--- src/rtl/imcc_pkg.sv ---
// Package for the I2C master main control block
`default_nettype none
package imcc_pkg;
  // Register map
  localparam logic [7:0] ADDR_MAIN_CTRL = 8'h00;
  localparam logic [7:0] ADDR_STATUS = 8'h04;
  localparam logic [31:0] MAIN_CTRL_RESET = 32'h00000000;
  // Field positions of the main control register
  localparam int BIT_SOFT_RESET = 0;
  localparam int BIT_ENABLE = 1;
  localparam int POS_MODE = 2;
  localparam int BIT_STANDBY = 7;
  localparam int BIT_FOUR_WIRE = 16;
  localparam int POS_SDA_HOLD = 20;
  localparam int BIT_MEXT_EN = 22;
  localparam int BIT_SEXT_EN = 23;
  localparam int POS_SPEED = 24;
  localparam int BIT_STRETCH = 27;
  localparam int POS_INACT = 28;
  localparam int BIT_LOW_TO = 30;
  localparam logic [31:0] CTRL_WMASK = 32'h7BF1009F;
  // Status bit positions
  localparam int ST_BUS_ERR = 0;
  localparam int ST_LOW_TO = 1;
  localparam int ST_BUS_IDLE = 2;
  localparam int ST_CLK_HELD = 3;
  localparam int ST_MEXT_TO = 4;
  localparam int ST_EN_BUSY = 5;
  localparam int ST_SRST_BUSY = 6;
  // Timing at a 25 MHz clock
  localparam int CLK_HZ = 25000000;
  localparam int LOW_TO_MS = 25;
  localparam int SEXT_TO_MS = 25;
  localparam int MEXT_TO_MS = 10;
  localparam int SCL_PERIOD_US = 10;
  localparam int LOW_TO_CYC = LOW_TO_MS * (CLK_HZ / 1000);
  localparam int SEXT_TO_CYC = SEXT_TO_MS * (CLK_HZ / 1000);
  localparam int MEXT_TO_CYC = MEXT_TO_MS * (CLK_HZ / 1000);
  localparam int SCL_PER_CYC = SCL_PERIOD_US * (CLK_HZ / 1000000);
  localparam int HOLD_NS_1 = 75;
  localparam int HOLD_NS_2 = 450;
  localparam int HOLD_NS_3 = 600;
  localparam int CLK_NS = 1000000000 / CLK_HZ;
  localparam logic [4:0] HOLD_CYC_1 = 5'((HOLD_NS_1 + CLK_NS - 1) / CLK_NS);
  localparam logic [4:0] HOLD_CYC_2 = 5'((HOLD_NS_2 + CLK_NS - 1) / CLK_NS);
  localparam logic [4:0] HOLD_CYC_3 = 5'((HOLD_NS_3 + CLK_NS - 1) / CLK_NS);
  localparam int SYNC_CYC = 3;
  // Decoded settings
  typedef struct packed {
    logic low_to_en;
    logic [1:0] inact_sel;
    logic stretch_after_ack_only;
    logic [1:0] speed;
    logic sext_en;
    logic mext_en;
    logic [1:0] hold_sel;
    logic four_wire_select;
    logic keep_running_in_standby;
  } imcc_cfg_s;
endpackage
`default_nettype wire

--- src/rtl/imcc_main_ctrl.sv ---
// I2C master main control register with time-out supervision
`default_nettype none
module imcc_main_ctrl
  import imcc_pkg::*;
#(
  parameter int LOW_CYC = LOW_TO_CYC,
  parameter int SEXT_CYC = SEXT_TO_CYC,
  parameter int MEXT_CYC = MEXT_TO_CYC
) (
  // Clock and reset
  input wire logic clk,
  input wire logic rst,
  // Register port
  input wire logic [7:0] reg_addr,
  input wire logic [31:0] reg_wdata,
  input wire logic [3:0] reg_be,
  input wire logic reg_wr,
  input wire logic reg_rd,
  output logic [31:0] reg_rdata,
  output logic reg_err,
  // Protection and sleep
  input wire logic access_protection_controller,
  input wire logic standby_req,
  // Bus pins and transfer engine events
  input wire logic scl_in,
  input wire logic bus_start,
  input wire logic bus_ack,
  input wire logic bus_stop,
  input wire logic engine_clock_hold,
  // Outputs to the transfer engine
  output imcc_cfg_s cfg,
  output logic [2:0] op_mode,
  output logic unit_enabled,
  output logic core_clock_on,
  output logic [4:0] hold_cycles,
  output logic [1:0] speed_eff,
  output logic clock_line_held,
  output logic abort_stop,
  output logic bus_flag_set,
  output logic force_idle
);
  logic [31:0] ctrl_ff;
  logic [31:0] nxt_ctrl;
  logic scl_s1_ff, scl_s2_ff;
  logic [$clog2(SYNC_CYC+1)-1:0] sync_cnt_ff;
  logic en_done_ff;
  logic srst_ff;
  logic [31:0] low_cnt_ff, sext_cnt_ff, mext_cnt_ff;
  logic [15:0] idle_cnt_ff;
  logic [15:0] idle_lim;
  logic in_xfer_ff;
  logic low_fire, sext_fire, mext_fire, any_fire;
  logic bus_err_ff, low_to_ff, mext_to_ff, idle_ff;
  logic wr_ok;
  logic [31:0] bmask;

  assign bmask = {{8{reg_be[3]}}, {8{reg_be[2]}}, {8{reg_be[1]}}, {8{reg_be[0]}}};
  // Write allowed when not protected and no reset running
  assign wr_ok = reg_wr && (reg_addr == ADDR_MAIN_CTRL) && !access_protection_controller && !srst_ff;

  // Next control value
  always_comb begin
    nxt_ctrl = ctrl_ff;
    if (wr_ok) begin
      if (reg_be[0] && reg_wdata[BIT_SOFT_RESET]) begin
        nxt_ctrl = MAIN_CTRL_RESET;
      end else begin
        // Enable and soft reset are never enable-protected
        nxt_ctrl[BIT_ENABLE] = reg_be[0] ? reg_wdata[BIT_ENABLE] : ctrl_ff[BIT_ENABLE];
        if (!ctrl_ff[BIT_ENABLE]) begin
          nxt_ctrl = (ctrl_ff & ~(CTRL_WMASK & bmask)) | (reg_wdata & CTRL_WMASK & bmask);
          nxt_ctrl[BIT_ENABLE] = reg_be[0] ? reg_wdata[BIT_ENABLE] : ctrl_ff[BIT_ENABLE];
        end
        nxt_ctrl[BIT_SOFT_RESET] = 1'b0;
      end
    end
  end

  // Control register
  always_ff @(posedge clk or posedge rst) begin
    if (rst) begin
      ctrl_ff <= MAIN_CTRL_RESET;
    end else if (srst_ff && sync_cnt_ff == '0) begin
      ctrl_ff <= MAIN_CTRL_RESET;
    end else begin
      ctrl_ff <= nxt_ctrl;
    end
  end

  // Soft reset and enable synchronisation delay
  always_ff @(posedge clk or posedge rst) begin
    if (rst) begin
      srst_ff <= 1'b0;
      sync_cnt_ff <= '0;
      en_done_ff <= 1'b0;
    end else if (wr_ok && reg_be[0] && reg_wdata[BIT_SOFT_RESET]) begin
      srst_ff <= 1'b1;
      sync_cnt_ff <= ($clog2(SYNC_CYC+1))'(SYNC_CYC);
    end else if (sync_cnt_ff != '0) begin
      sync_cnt_ff <= sync_cnt_ff - 1'b1;
    end else if (srst_ff) begin
      srst_ff <= 1'b0;
      en_done_ff <= 1'b0;
    end else if (en_done_ff != ctrl_ff[BIT_ENABLE]) begin
      if (wr_ok) begin
        sync_cnt_ff <= ($clog2(SYNC_CYC+1))'(SYNC_CYC);
      end else begin
        en_done_ff <= ctrl_ff[BIT_ENABLE];
      end
    end else if (wr_ok && reg_be[0] && reg_wdata[BIT_ENABLE] != ctrl_ff[BIT_ENABLE]) begin
      sync_cnt_ff <= ($clog2(SYNC_CYC+1))'(SYNC_CYC);
    end
  end

  // SCL synchroniser
  always_ff @(posedge clk or posedge rst) begin
    if (rst) begin
      scl_s1_ff <= 1'b1;
      scl_s2_ff <= 1'b1;
    end else begin
      scl_s1_ff <= scl_in;
      scl_s2_ff <= scl_s1_ff;
    end
  end

  // Transfer window between start and stop
  always_ff @(posedge clk or posedge rst) begin
    if (rst) begin
      in_xfer_ff <= 1'b0;
    end else if (bus_stop || any_fire) begin
      in_xfer_ff <= 1'b0;
    end else if (bus_start) begin
      in_xfer_ff <= 1'b1;
    end
  end

  // SCL low counter, restarted when SCL high
  always_ff @(posedge clk or posedge rst) begin
    if (rst) begin
      low_cnt_ff <= '0;
    end else if (scl_s2_ff || !ctrl_ff[BIT_LOW_TO] || low_fire) begin
      low_cnt_ff <= '0;
    end else begin
      low_cnt_ff <= low_cnt_ff + 1'b1;
    end
  end
  assign low_fire = ctrl_ff[BIT_LOW_TO] && !scl_s2_ff && (low_cnt_ff == 32'(LOW_CYC - 1));

  // Cumulative slave extend counter, start to stop
  always_ff @(posedge clk or posedge rst) begin
    if (rst) begin
      sext_cnt_ff <= '0;
    end else if (!in_xfer_ff || !ctrl_ff[BIT_SEXT_EN] || bus_start) begin
      sext_cnt_ff <= '0;
    end else if (!scl_s2_ff) begin
      sext_cnt_ff <= sext_cnt_ff + 1'b1;
    end
  end
  assign sext_fire = ctrl_ff[BIT_SEXT_EN] && in_xfer_ff && (sext_cnt_ff == 32'(SEXT_CYC));

  // Cumulative master extend counter, per start/ack/stop segment
  always_ff @(posedge clk or posedge rst) begin
    if (rst) begin
      mext_cnt_ff <= '0;
    end else if (!in_xfer_ff || !ctrl_ff[BIT_MEXT_EN] || bus_ack || bus_start) begin
      mext_cnt_ff <= '0;
    end else if (!scl_s2_ff) begin
      mext_cnt_ff <= mext_cnt_ff + 1'b1;
    end
  end
  assign mext_fire = ctrl_ff[BIT_MEXT_EN] && in_xfer_ff && (mext_cnt_ff == 32'(MEXT_CYC));

  assign any_fire = low_fire || sext_fire || mext_fire;
  assign abort_stop = any_fire;
  assign bus_flag_set = any_fire;
  assign clock_line_held = engine_clock_hold && !any_fire;

  // Inactive bus limit in core clocks, 5, 10 or 20 SCL periods
  always_comb begin
    case (ctrl_ff[POS_INACT +: 2])
      2'h1: idle_lim = 16'(5 * SCL_PER_CYC);
      2'h2: idle_lim = 16'(10 * SCL_PER_CYC);
      2'h3: idle_lim = 16'(20 * SCL_PER_CYC);
      default: idle_lim = 16'hFFFF;
    endcase
  end

  // Inactive bus counter
  always_ff @(posedge clk or posedge rst) begin
    if (rst) begin
      idle_cnt_ff <= '0;
    end else if (scl_s2_ff || ctrl_ff[POS_INACT +: 2] == 2'h0 || force_idle) begin
      idle_cnt_ff <= '0;
    end else begin
      idle_cnt_ff <= idle_cnt_ff + 1'b1;
    end
  end
  assign force_idle = (ctrl_ff[POS_INACT +: 2] != 2'h0) && !scl_s2_ff && (idle_cnt_ff == idle_lim);

  // Sticky status; set wins over a clear write
  always_ff @(posedge clk or posedge rst) begin
    if (rst) begin
      bus_err_ff <= 1'b0;
      low_to_ff <= 1'b0;
      mext_to_ff <= 1'b0;
      idle_ff <= 1'b1;
    end else if (srst_ff) begin
      bus_err_ff <= 1'b0;
      low_to_ff <= 1'b0;
      mext_to_ff <= 1'b0;
      idle_ff <= 1'b1;
    end else begin
      if (reg_wr && reg_addr == ADDR_STATUS && reg_be[0]) begin
        bus_err_ff <= any_fire | (bus_err_ff & ~reg_wdata[ST_BUS_ERR]);
        low_to_ff <= low_fire | (low_to_ff & ~reg_wdata[ST_LOW_TO]);
        mext_to_ff <= sext_fire | mext_fire | (mext_to_ff & ~reg_wdata[ST_MEXT_TO]);
      end else begin
        bus_err_ff <= bus_err_ff | any_fire;
        low_to_ff <= low_to_ff | low_fire;
        mext_to_ff <= mext_to_ff | sext_fire | mext_fire;
      end
      if (force_idle || bus_stop || any_fire) begin
        idle_ff <= 1'b1;
      end else if (bus_start) begin
        idle_ff <= 1'b0;
      end
    end
  end

  // Decoded settings, taken straight from the register
  always_comb begin
    cfg.low_to_en = ctrl_ff[BIT_LOW_TO];
    cfg.inact_sel = ctrl_ff[POS_INACT +: 2];
    cfg.stretch_after_ack_only = ctrl_ff[BIT_STRETCH];
    cfg.speed = ctrl_ff[POS_SPEED +: 2];
    cfg.sext_en = ctrl_ff[BIT_SEXT_EN];
    cfg.mext_en = ctrl_ff[BIT_MEXT_EN];
    cfg.hold_sel = ctrl_ff[POS_SDA_HOLD +: 2];
    cfg.four_wire_select = ctrl_ff[BIT_FOUR_WIRE];
    cfg.keep_running_in_standby = ctrl_ff[BIT_STANDBY];
  end
  assign op_mode = ctrl_ff[POS_MODE +: 3];
  assign unit_enabled = en_done_ff;
  assign speed_eff = (ctrl_ff[POS_SPEED +: 2] == 2'h3) ? 2'h0 : ctrl_ff[POS_SPEED +: 2];
  assign core_clock_on = !standby_req || ctrl_ff[BIT_STANDBY];

  // SDA hold delay in core clocks
  always_comb begin
    case (ctrl_ff[POS_SDA_HOLD +: 2])
      2'h1: hold_cycles = HOLD_CYC_1;
      2'h2: hold_cycles = HOLD_CYC_2;
      2'h3: hold_cycles = HOLD_CYC_3;
      default: hold_cycles = 5'h00;
    endcase
  end

  // Read data and write error, one cycle after the strobe
  always_ff @(posedge clk or posedge rst) begin
    if (rst) begin
      reg_rdata <= 32'h00000000;
      reg_err <= 1'b0;
    end else begin
      reg_err <= reg_wr && srst_ff;
      reg_rdata <= 32'h00000000;
      if (reg_rd && reg_addr == ADDR_MAIN_CTRL) begin
        reg_rdata <= ctrl_ff | {31'h0, srst_ff};
      end else if (reg_rd && reg_addr == ADDR_STATUS) begin
        reg_rdata <= {25'h0, srst_ff, (en_done_ff != ctrl_ff[BIT_ENABLE]) || sync_cnt_ff != '0,
                      mext_to_ff, clock_line_held, idle_ff, low_to_ff, bus_err_ff};
      end
    end
  end
endmodule
`default_nettype wire

--- config.mk ---
export PLATFORM = sky130hd
export DESIGN_NAME = imcc_main_ctrl
export DESIGN_NICKNAME = d
export VERILOG_FILES = /design/src/rtl/imcc_pkg.sv /design/src/rtl/imcc_main_ctrl.sv
export SDC_FILE = /design/constraint.sdc
export NUM_CORES = 1
export LEC_CHECK = 0
export BUFFER_PORTS_ARGS = -buffer_cell sky130_fd_sc_hd__buf_2
export CORE_ASPECT_RATIO = 0.9
export CORE_UTILIZATION = 62
export DETAILED_ROUTE_END_ITERATION = 7
export GPL_TIMING_DRIVEN = 1
export PLACE_DENSITY = 0.85
export SYNTH_ARGS = -nofsm -noshare
export SYNTH_HDL_FRONTEND = slang
export SYNTH_SLANG_ARGS = --single-unit
--- constraint.sdc ---
create_clock -name clk -period 10.05 [get_ports clk]
set_input_delay 0.5025 -clock clk [delete_from_list [all_inputs] [get_ports clk]]
set_output_delay 0.5025 -clock clk [all_outputs]
set_load 0.01 [all_outputs]
; ---- Word level (Yosys, flattened, before mapping)
; Index checks and enable logic that the tools add are counted.
[op_classes]
addsub = 5
mul = 0
div_mod_pow = 0
order_cmp = 0
eq_ne = 21
n_shift = 0
n_mux = 39
n_bitwise = 21
n_reduce_logical = 60
[op_table]
columns = cell, n
row1 = 2-to-1 mux 32 bit, 10
row2 = adder 32 x 1 -> 32 bit (second input constant), 3
row3 = equality test 32 x 20 -> 1 bit (second input constant), 2
row4 = case mux 16 bit (3 select lines), 1
row5 = bitwise AND 31 x 32 -> 32 bit, 1
row6 = bitwise AND 32 bit, 1
row7 = equality test 32 x 18 -> 1 bit (second input constant), 1
row8 = inverter 31 -> 32 bit, 1
row9 = OR 32 x 1 -> 32 bit, 1
row10 = OR 32 bit, 1
row11 = logical AND 1 bit, 22
row12 = 2-to-1 mux 1 bit, 18
row13 = adder 16 x 1 -> 16 bit (second input constant), 1
row14 = equality test 16 bit, 1
row15 = logical OR 1 bit, 16
row16 = 2-to-1 mux 16 bit, 1
row17 = 2-to-1 mux 2 bit, 7
row18 = case mux 4 bit (3 select lines), 1
row19 = equality test 2 bit (second input constant), 5
row20 = nonzero test 2 bit, 5
row21 = logical NOT 1 bit, 9
row22 = equality test 8 x 3 -> 1 bit (second input constant), 1
row23 = logical NOT 8 bit, 1
row24 = OR 1 bit, 8
row25 = other kinds (16), 28
[word_totals]
regBits = 188
latchBits = 0
ram_bits = 0
rom_bits = 0
in_bits = 55
out_inout_bits = 61
memories = 0

; ---- Longest topological paths before layout
[depth]
depth_word = 11
mapped_depth = 8
ltp_nobuf = 7

; ---- Worst setup path before layout
; No wires, ideal clock.
[synth_timing]
path_kind = reg2out
start = register low_cnt_ff[12]
end = output bus_flag_set
arrival_time_ns = 2.117
required_time_ns = 9.547
slack_ns = 7.431
path_stages_with_launch = 7
path_buffers = 1
path_cell_list = dfrtp_1 > or4b_1 > or4_4 > nor4b_4 > nor3_2 > inv_1 > buf_4
[synth_between]
elab_chain_cells = 4
[synth_lines]
columns = element, line_no
row1 = start: declaration, imcc_main_ctrl.sv:48  ; logic [31:0] low_cnt_ff, sext_cnt_ff, mext_cnt_ff;
row2 = start signal: assignment, imcc_main_ctrl.sv:144  ; low_cnt_ff <= low_cnt_ff + 1'b1;
row3 = equality test 32 x 20 -> 1 bit, imcc_main_ctrl.sv:147  ; assign low_fire = ctrl_ff[BIT_LOW_TO] && !scl_s2_ff && (low_cnt_ff == 32'(LOW_CYC - 1));
row4 = logical AND 1 bit, imcc_main_ctrl.sv:147
row5 = logical OR 1 bit (2 in series), imcc_main_ctrl.sv:173  ; assign any_fire = low_fire || sext_fire || mext_fire;
row6 = end: declaration, imcc_main_ctrl.sv:39  ; output logic bus_flag_set,
; No other way between the ends.

; ---- Worst setup path after layout
[layout_timing]
start = register ctrl_ff[29]
end = output force_idle
[layout_between]
elab_chain_cells = 4
word_cells_on_any_way = 8
cone_classes = 4 x eq/ne / 1 x mux / 3 x reduce/logical
[layout_lines]
columns = element, line_no
row1 = start: declaration, imcc_main_ctrl.sv:42  ; logic [31:0] ctrl_ff;
row2 = start signal: assignment, imcc_main_ctrl.sv:86  ; ctrl_ff <= nxt_ctrl;
row3 = equality test 2 bit or equality test 2 x 1 -> 1 bit (tied branches), imcc_main_ctrl.sv:180  ; case (ctrl_ff[POS_INACT +: 2])
row4 = case mux 16 bit (3 select lines), imcc_main_ctrl.sv:180
row5 = equality test 16 bit, imcc_main_ctrl.sv:198  ; assign force_idle = (ctrl_ff[POS_INACT +: 2] != 2'h0) && !scl_s2_ff && (idle_cnt_ff == idle_lim);
row6 = logical AND 1 bit (*), imcc_main_ctrl.sv:198
row7 = end: declaration, imcc_main_ctrl.sv:40  ; output logic force_idle
; Every way passes the cells marked *; elsewhere a longest branch is shown, timed or not.

==> PnR_summary.wiki <==
{| class="wikitable"
! Metric !! Value
|-
| Status || completed
|-
| Fin Hold WS || 172 ps
|-
| Power per cell area || 149 nW/um^2
|-
| Area enclosed by the die boundary || 13600 sq um
|-
| Horizontal extent of the die || 123 microns
|-
| Number of post-CTS setup repair buffers || 0
|-
| Global-route usage over all layers || 27.8%
|-
| Share of the cycle needed by the critical path after routing || 34.8%
|-
| Placement row count || 39
|-
| Antenna diodes || 0
|-
| Worst Tran Pin Value || 1090 ps
|-
| CTS tree || built
|-
| Pin count of the biggest net entering global routing || 107
|-
| Multi-input gate area || 3810 sq um
|-
| Biggest area consumer among synthesized cells || sky130_fd_sc_hd__dfrtp_1
|-
| Final-report setup violation count || 0
|-
| Biggest area contributors in the synthesized netlist || sky130_fd_sc_hd__dfrtp_1 (48%), sky130_fd_sc_hd__xor2_1 (6.1%), sky130_fd_sc_hd__nor2_1 (5.8%)
|-
| Post-layout min period || 3490 ps
|-
| Number of warnings reported in the yosys synthesis log || 0
|-
| Chip Height || 111 microns
|-
| P&R area growth vs syn || 11.9%
|-
| Tightest Hold Check Type || input pin to register
|-
| Post-Route Utilization || 71.6%
|-
| Seq. cell area || 3980 sq um
|-
| Final worst setup slack || 6560 ps
|-
| Routability-driven placement congestion ratio || 0.858
|-
| Wire length of the first global-routing pass || 29600 microns
|-
| Number of buffers inserted by port buffering || 85
|-
| Post-synthesis instance area || 8170 sq um
|-
| Pre-Repair DR Iteration Count || 7
|-
| Sequential cell area fraction in the yosys report || 48.7%
|-
| Via Count || 6396
|-
| Leakage component of the power || 0.00403 uW
|-
| Number of buffers added by the clock tree synthesis step || 17
|-
| HPWL after DPL || 11900 microns
|-
| DRC viols || 0
|-
| Maximum clock frequency || 286 MHz
|-
| Critical-path maximum fanout || 8
|-
| Detail Route Antenna Nets || 0
|-
| Nature of the critical path endpoint || output pin
|-
| Fraction of synthesis flops using an asynchronous set or reset pin || 100%
|-
| Clock latency reported for the late side of the worst-skew pair || 430 ps
|-
| Number of instances in the synthesized netlist || 848
|-
| Distinct cell type count of the synthesized netlist || 59
|-
| Max H-tree Level || 4
|-
| Sum of negative setup slack || 0 ps
|-
| Buffers from clock root to sink, at most || 2
|-
| Total Wirelength || 17500 microns
|-
| WL/cell || 16.1 microns
|-
| Ports || 116
|-
| Number of slew-limit violations in the final report || 0
|-
| Worst-case headroom to the max-slew limit || 26.9%
|-
| Number of filler cells placed in the layout || 933
|-
| Core Area || 12800 sq um
|-
| Maximum ir drop on the vdd rail || 0.116 mV
|-
| Sink count of the clock tree || 159
|-
| Number of hold-repair buffers added at the cts stage || 0
|-
| Worst Setup Start Kind || register
|-
| Fraction of post-synthesis cell area in the top cell type by area || 47.8%
|-
| Final global-route overflow total || 0
|-
| Via count normalized by instance count || 5.88
|-
| Number of antenna violations at the first check in global routing || 0
|-
| Post-placement setup slack || 6980 ps
|-
| Arrival @ worst endpoint || 2990 ps
|-
| Pwr Total || 1370 uW
|-
| Number of synthesized flops with an enable pin || 0
|-
| Initial core utilization || 63.9%
|-
| Root Driver || sky130_fd_sc_hd__clkbuf_16
|-
| RSZ-0062 raised after global routing || false
|-
| Number of global-route vias before repair || 6151
|-
| Number of maximum-capacitance violations || 0
|-
| Post-route clock skew || 5.80 ps
|-
| Final hold violation count || 0
|-
| Post-cts resize count || 0
|-
| Average cell area after synthesis || 9.64 sq um
|-
| Most common flop cell mapped by yosys || sky130_fd_sc_hd__dfrtp_1
|-
| Proportion of layout cells with a drive suffix above 1 || 15.1%
|-
| Count of routing violations after the opening detailed-route iteration || 498
|-
| Required time at the endpoint of the critical path || 9550 ps
|-
| Crit Path Category || register to output pin
|-
| Clock transition at the register clock pins on the worst setup and hold paths after CTS || 60 ps
|-
| Number of synthesized register bits || 159
|-
| Total number of nets in the final design || 977
|}
path summary, 6_finish.rpt:
path                                  start              end  slack, ps  depth (start not counted)
min in group asynchronous               rst   low_cnt_ff[27]        300                          2
max in group asynchronous               rst      ctrl_ff[29]       8520                          3
worst min register to register    scl_s1_ff        scl_s2_ff        350                          0
worst max register to register  ctrl_ff[29]  idle_cnt_ff[10]       7100                          7
worst min-delay path                 scl_in        scl_s1_ff        170                          1
worst max-delay path            ctrl_ff[29]       force_idle       6560                          7
logic make-up (layout without fill, tap and decap cells):
| family | after synthesis | in the layout | share of synthesized area, % |
|---|---|---|---|
| AOI/OAI and AO/OA | 78 | 78 | 6.02 |
| adders and majority gates | 12 | 12 | 1.84 |
| xor gates and xnor gates | 85 | 85 | 9.11 |
| other | 1 | 14 | 0.0459 |
| DFF | 159 | 159 | 48.7 |
| and+or+nand+nor | 414 | 414 | 26.9 |
| muxes | 17 | 17 | 2.08 |
| buffers and inverters | 82 | 144 | 5.25 |
report_power, final:
group          total, uW  switching (uW)  internal [uW]
clock                656             255            401
combinational       56.7            37.2           19.5
sequential           654            6.17            647
Yosys cell counts (all sizes together), types with 3 or more instances:
cell / count
nand2: 50
o31ai: 4
nor4b: 4
dfrtp: 156
buf: 35
clkbuf: 24
nand4b: 5
inv: 23
nor2b: 8
mux2i: 17
ha: 12
nor4: 19
nand4: 42
xnor2: 28
a21oi: 27
a22o: 4
and2: 19
nand3b: 4
or4: 5
nand3: 49
o21ai: 26
or3: 24
and4: 11
dfstp: 3
nor2: 126
and3: 17
nor3: 20
or4b: 4
xor2: 57
worst max-delay path, stage by stage (launching register included):
cell                      delay (ps)
sky130_fd_sc_hd__dfrtp_1         470
sky130_fd_sc_hd__inv_1           150
sky130_fd_sc_hd__ha_1            310
sky130_fd_sc_hd__or4b_2          580
sky130_fd_sc_hd__nand2_1          90
sky130_fd_sc_hd__nand4_1         150
sky130_fd_sc_hd__nor4b_1         580
sky130_fd_sc_hd__buf_2           240
state kept, by name (all words and copies together) (netlist names), 2 cells and up:
register	count
low_cnt_ff	32
reg_rdata	19
sync_cnt_ff	2
mext_cnt_ff	32
idle_cnt_ff	16
sext_cnt_ff	32
ctrl_ff	16
per-stage QoR:
step / std cells / instance area, sq um
2_1_floorplan: 861 / 8220
4_1_cts: 1087 / 9150
5_1_grt: 1087 / 9150
3_5_place_dp: 1055 / 8550
6_report: 1087 / 9150
3_3_place_gp: 1055 / 8550
cell usage in the layout (no fill, tap or decap), types with 3 or more instances in the layout:
master                      netlist  layout
sky130_fd_sc_hd__xor2_1          57      57
sky130_fd_sc_hd__o21ai_0         25      25
sky130_fd_sc_hd__o31ai_1          3       3
sky130_fd_sc_hd__bufinv_16        0       3
sky130_fd_sc_hd__dfstp_2          3       3
sky130_fd_sc_hd__ha_1            12      12
sky130_fd_sc_hd__clkbuf_16        0      17
sky130_fd_sc_hd__mux2i_1         17      17
sky130_fd_sc_hd__nand3b_1         4       4
sky130_fd_sc_hd__nand2_1         50      50
sky130_fd_sc_hd__and4_1          11      11
sky130_fd_sc_hd__a22o_1           4       4
sky130_fd_sc_hd__or3_1           24      24
sky130_fd_sc_hd__inv_1           23      22
sky130_fd_sc_hd__buf_4           31       4
sky130_fd_sc_hd__dfrtp_1        156     156
sky130_fd_sc_hd__buf_2            4      85
sky130_fd_sc_hd__nand4_1         42      42
sky130_fd_sc_hd__a21oi_1         27      27
sky130_fd_sc_hd__and3_1          15      15
sky130_fd_sc_hd__nor3_2           3       3
sky130_fd_sc_hd__nand4b_1         5       5
sky130_fd_sc_hd__or4_1            4       4
sky130_fd_sc_hd__xnor2_1         28      28
sky130_fd_sc_hd__nor4_1          18      18
sky130_fd_sc_hd__nand3_1         48      48
sky130_fd_sc_hd__nor2b_1          8       8
sky130_fd_sc_hd__conb_1           1      14
sky130_fd_sc_hd__clkinv_2         0       5
sky130_fd_sc_hd__and2_1          18      18
sky130_fd_sc_hd__nor4b_1          3       3
sky130_fd_sc_hd__nor2_1         126     126
sky130_fd_sc_hd__nor3_1          17      17
cell type report:
| cell class | instances | share of cell area (%) |
|---|---|---|
| flip-flops and latches | 159 | 43.5 |
| multi-input cells | 620 | 41.7 |
| clock buffers | 21 | 5.03 |
| repair buffers | 89 | 4.98 |
| well taps | 164 | 2.24 |
| clock inverters | 11 | 1.52 |
| inverters | 23 | 0.998 |
per-layer routing:
layer	vias to the layer above	wire length [microns]	track usage [%]
met5	-	0	0
met4	0	193	8.51
met3	26	1060	6.89
met2	217	8280	42.8
met1	3096	8010	38.8
li1	3057	-	-
(Power assumes the default switching activity.)
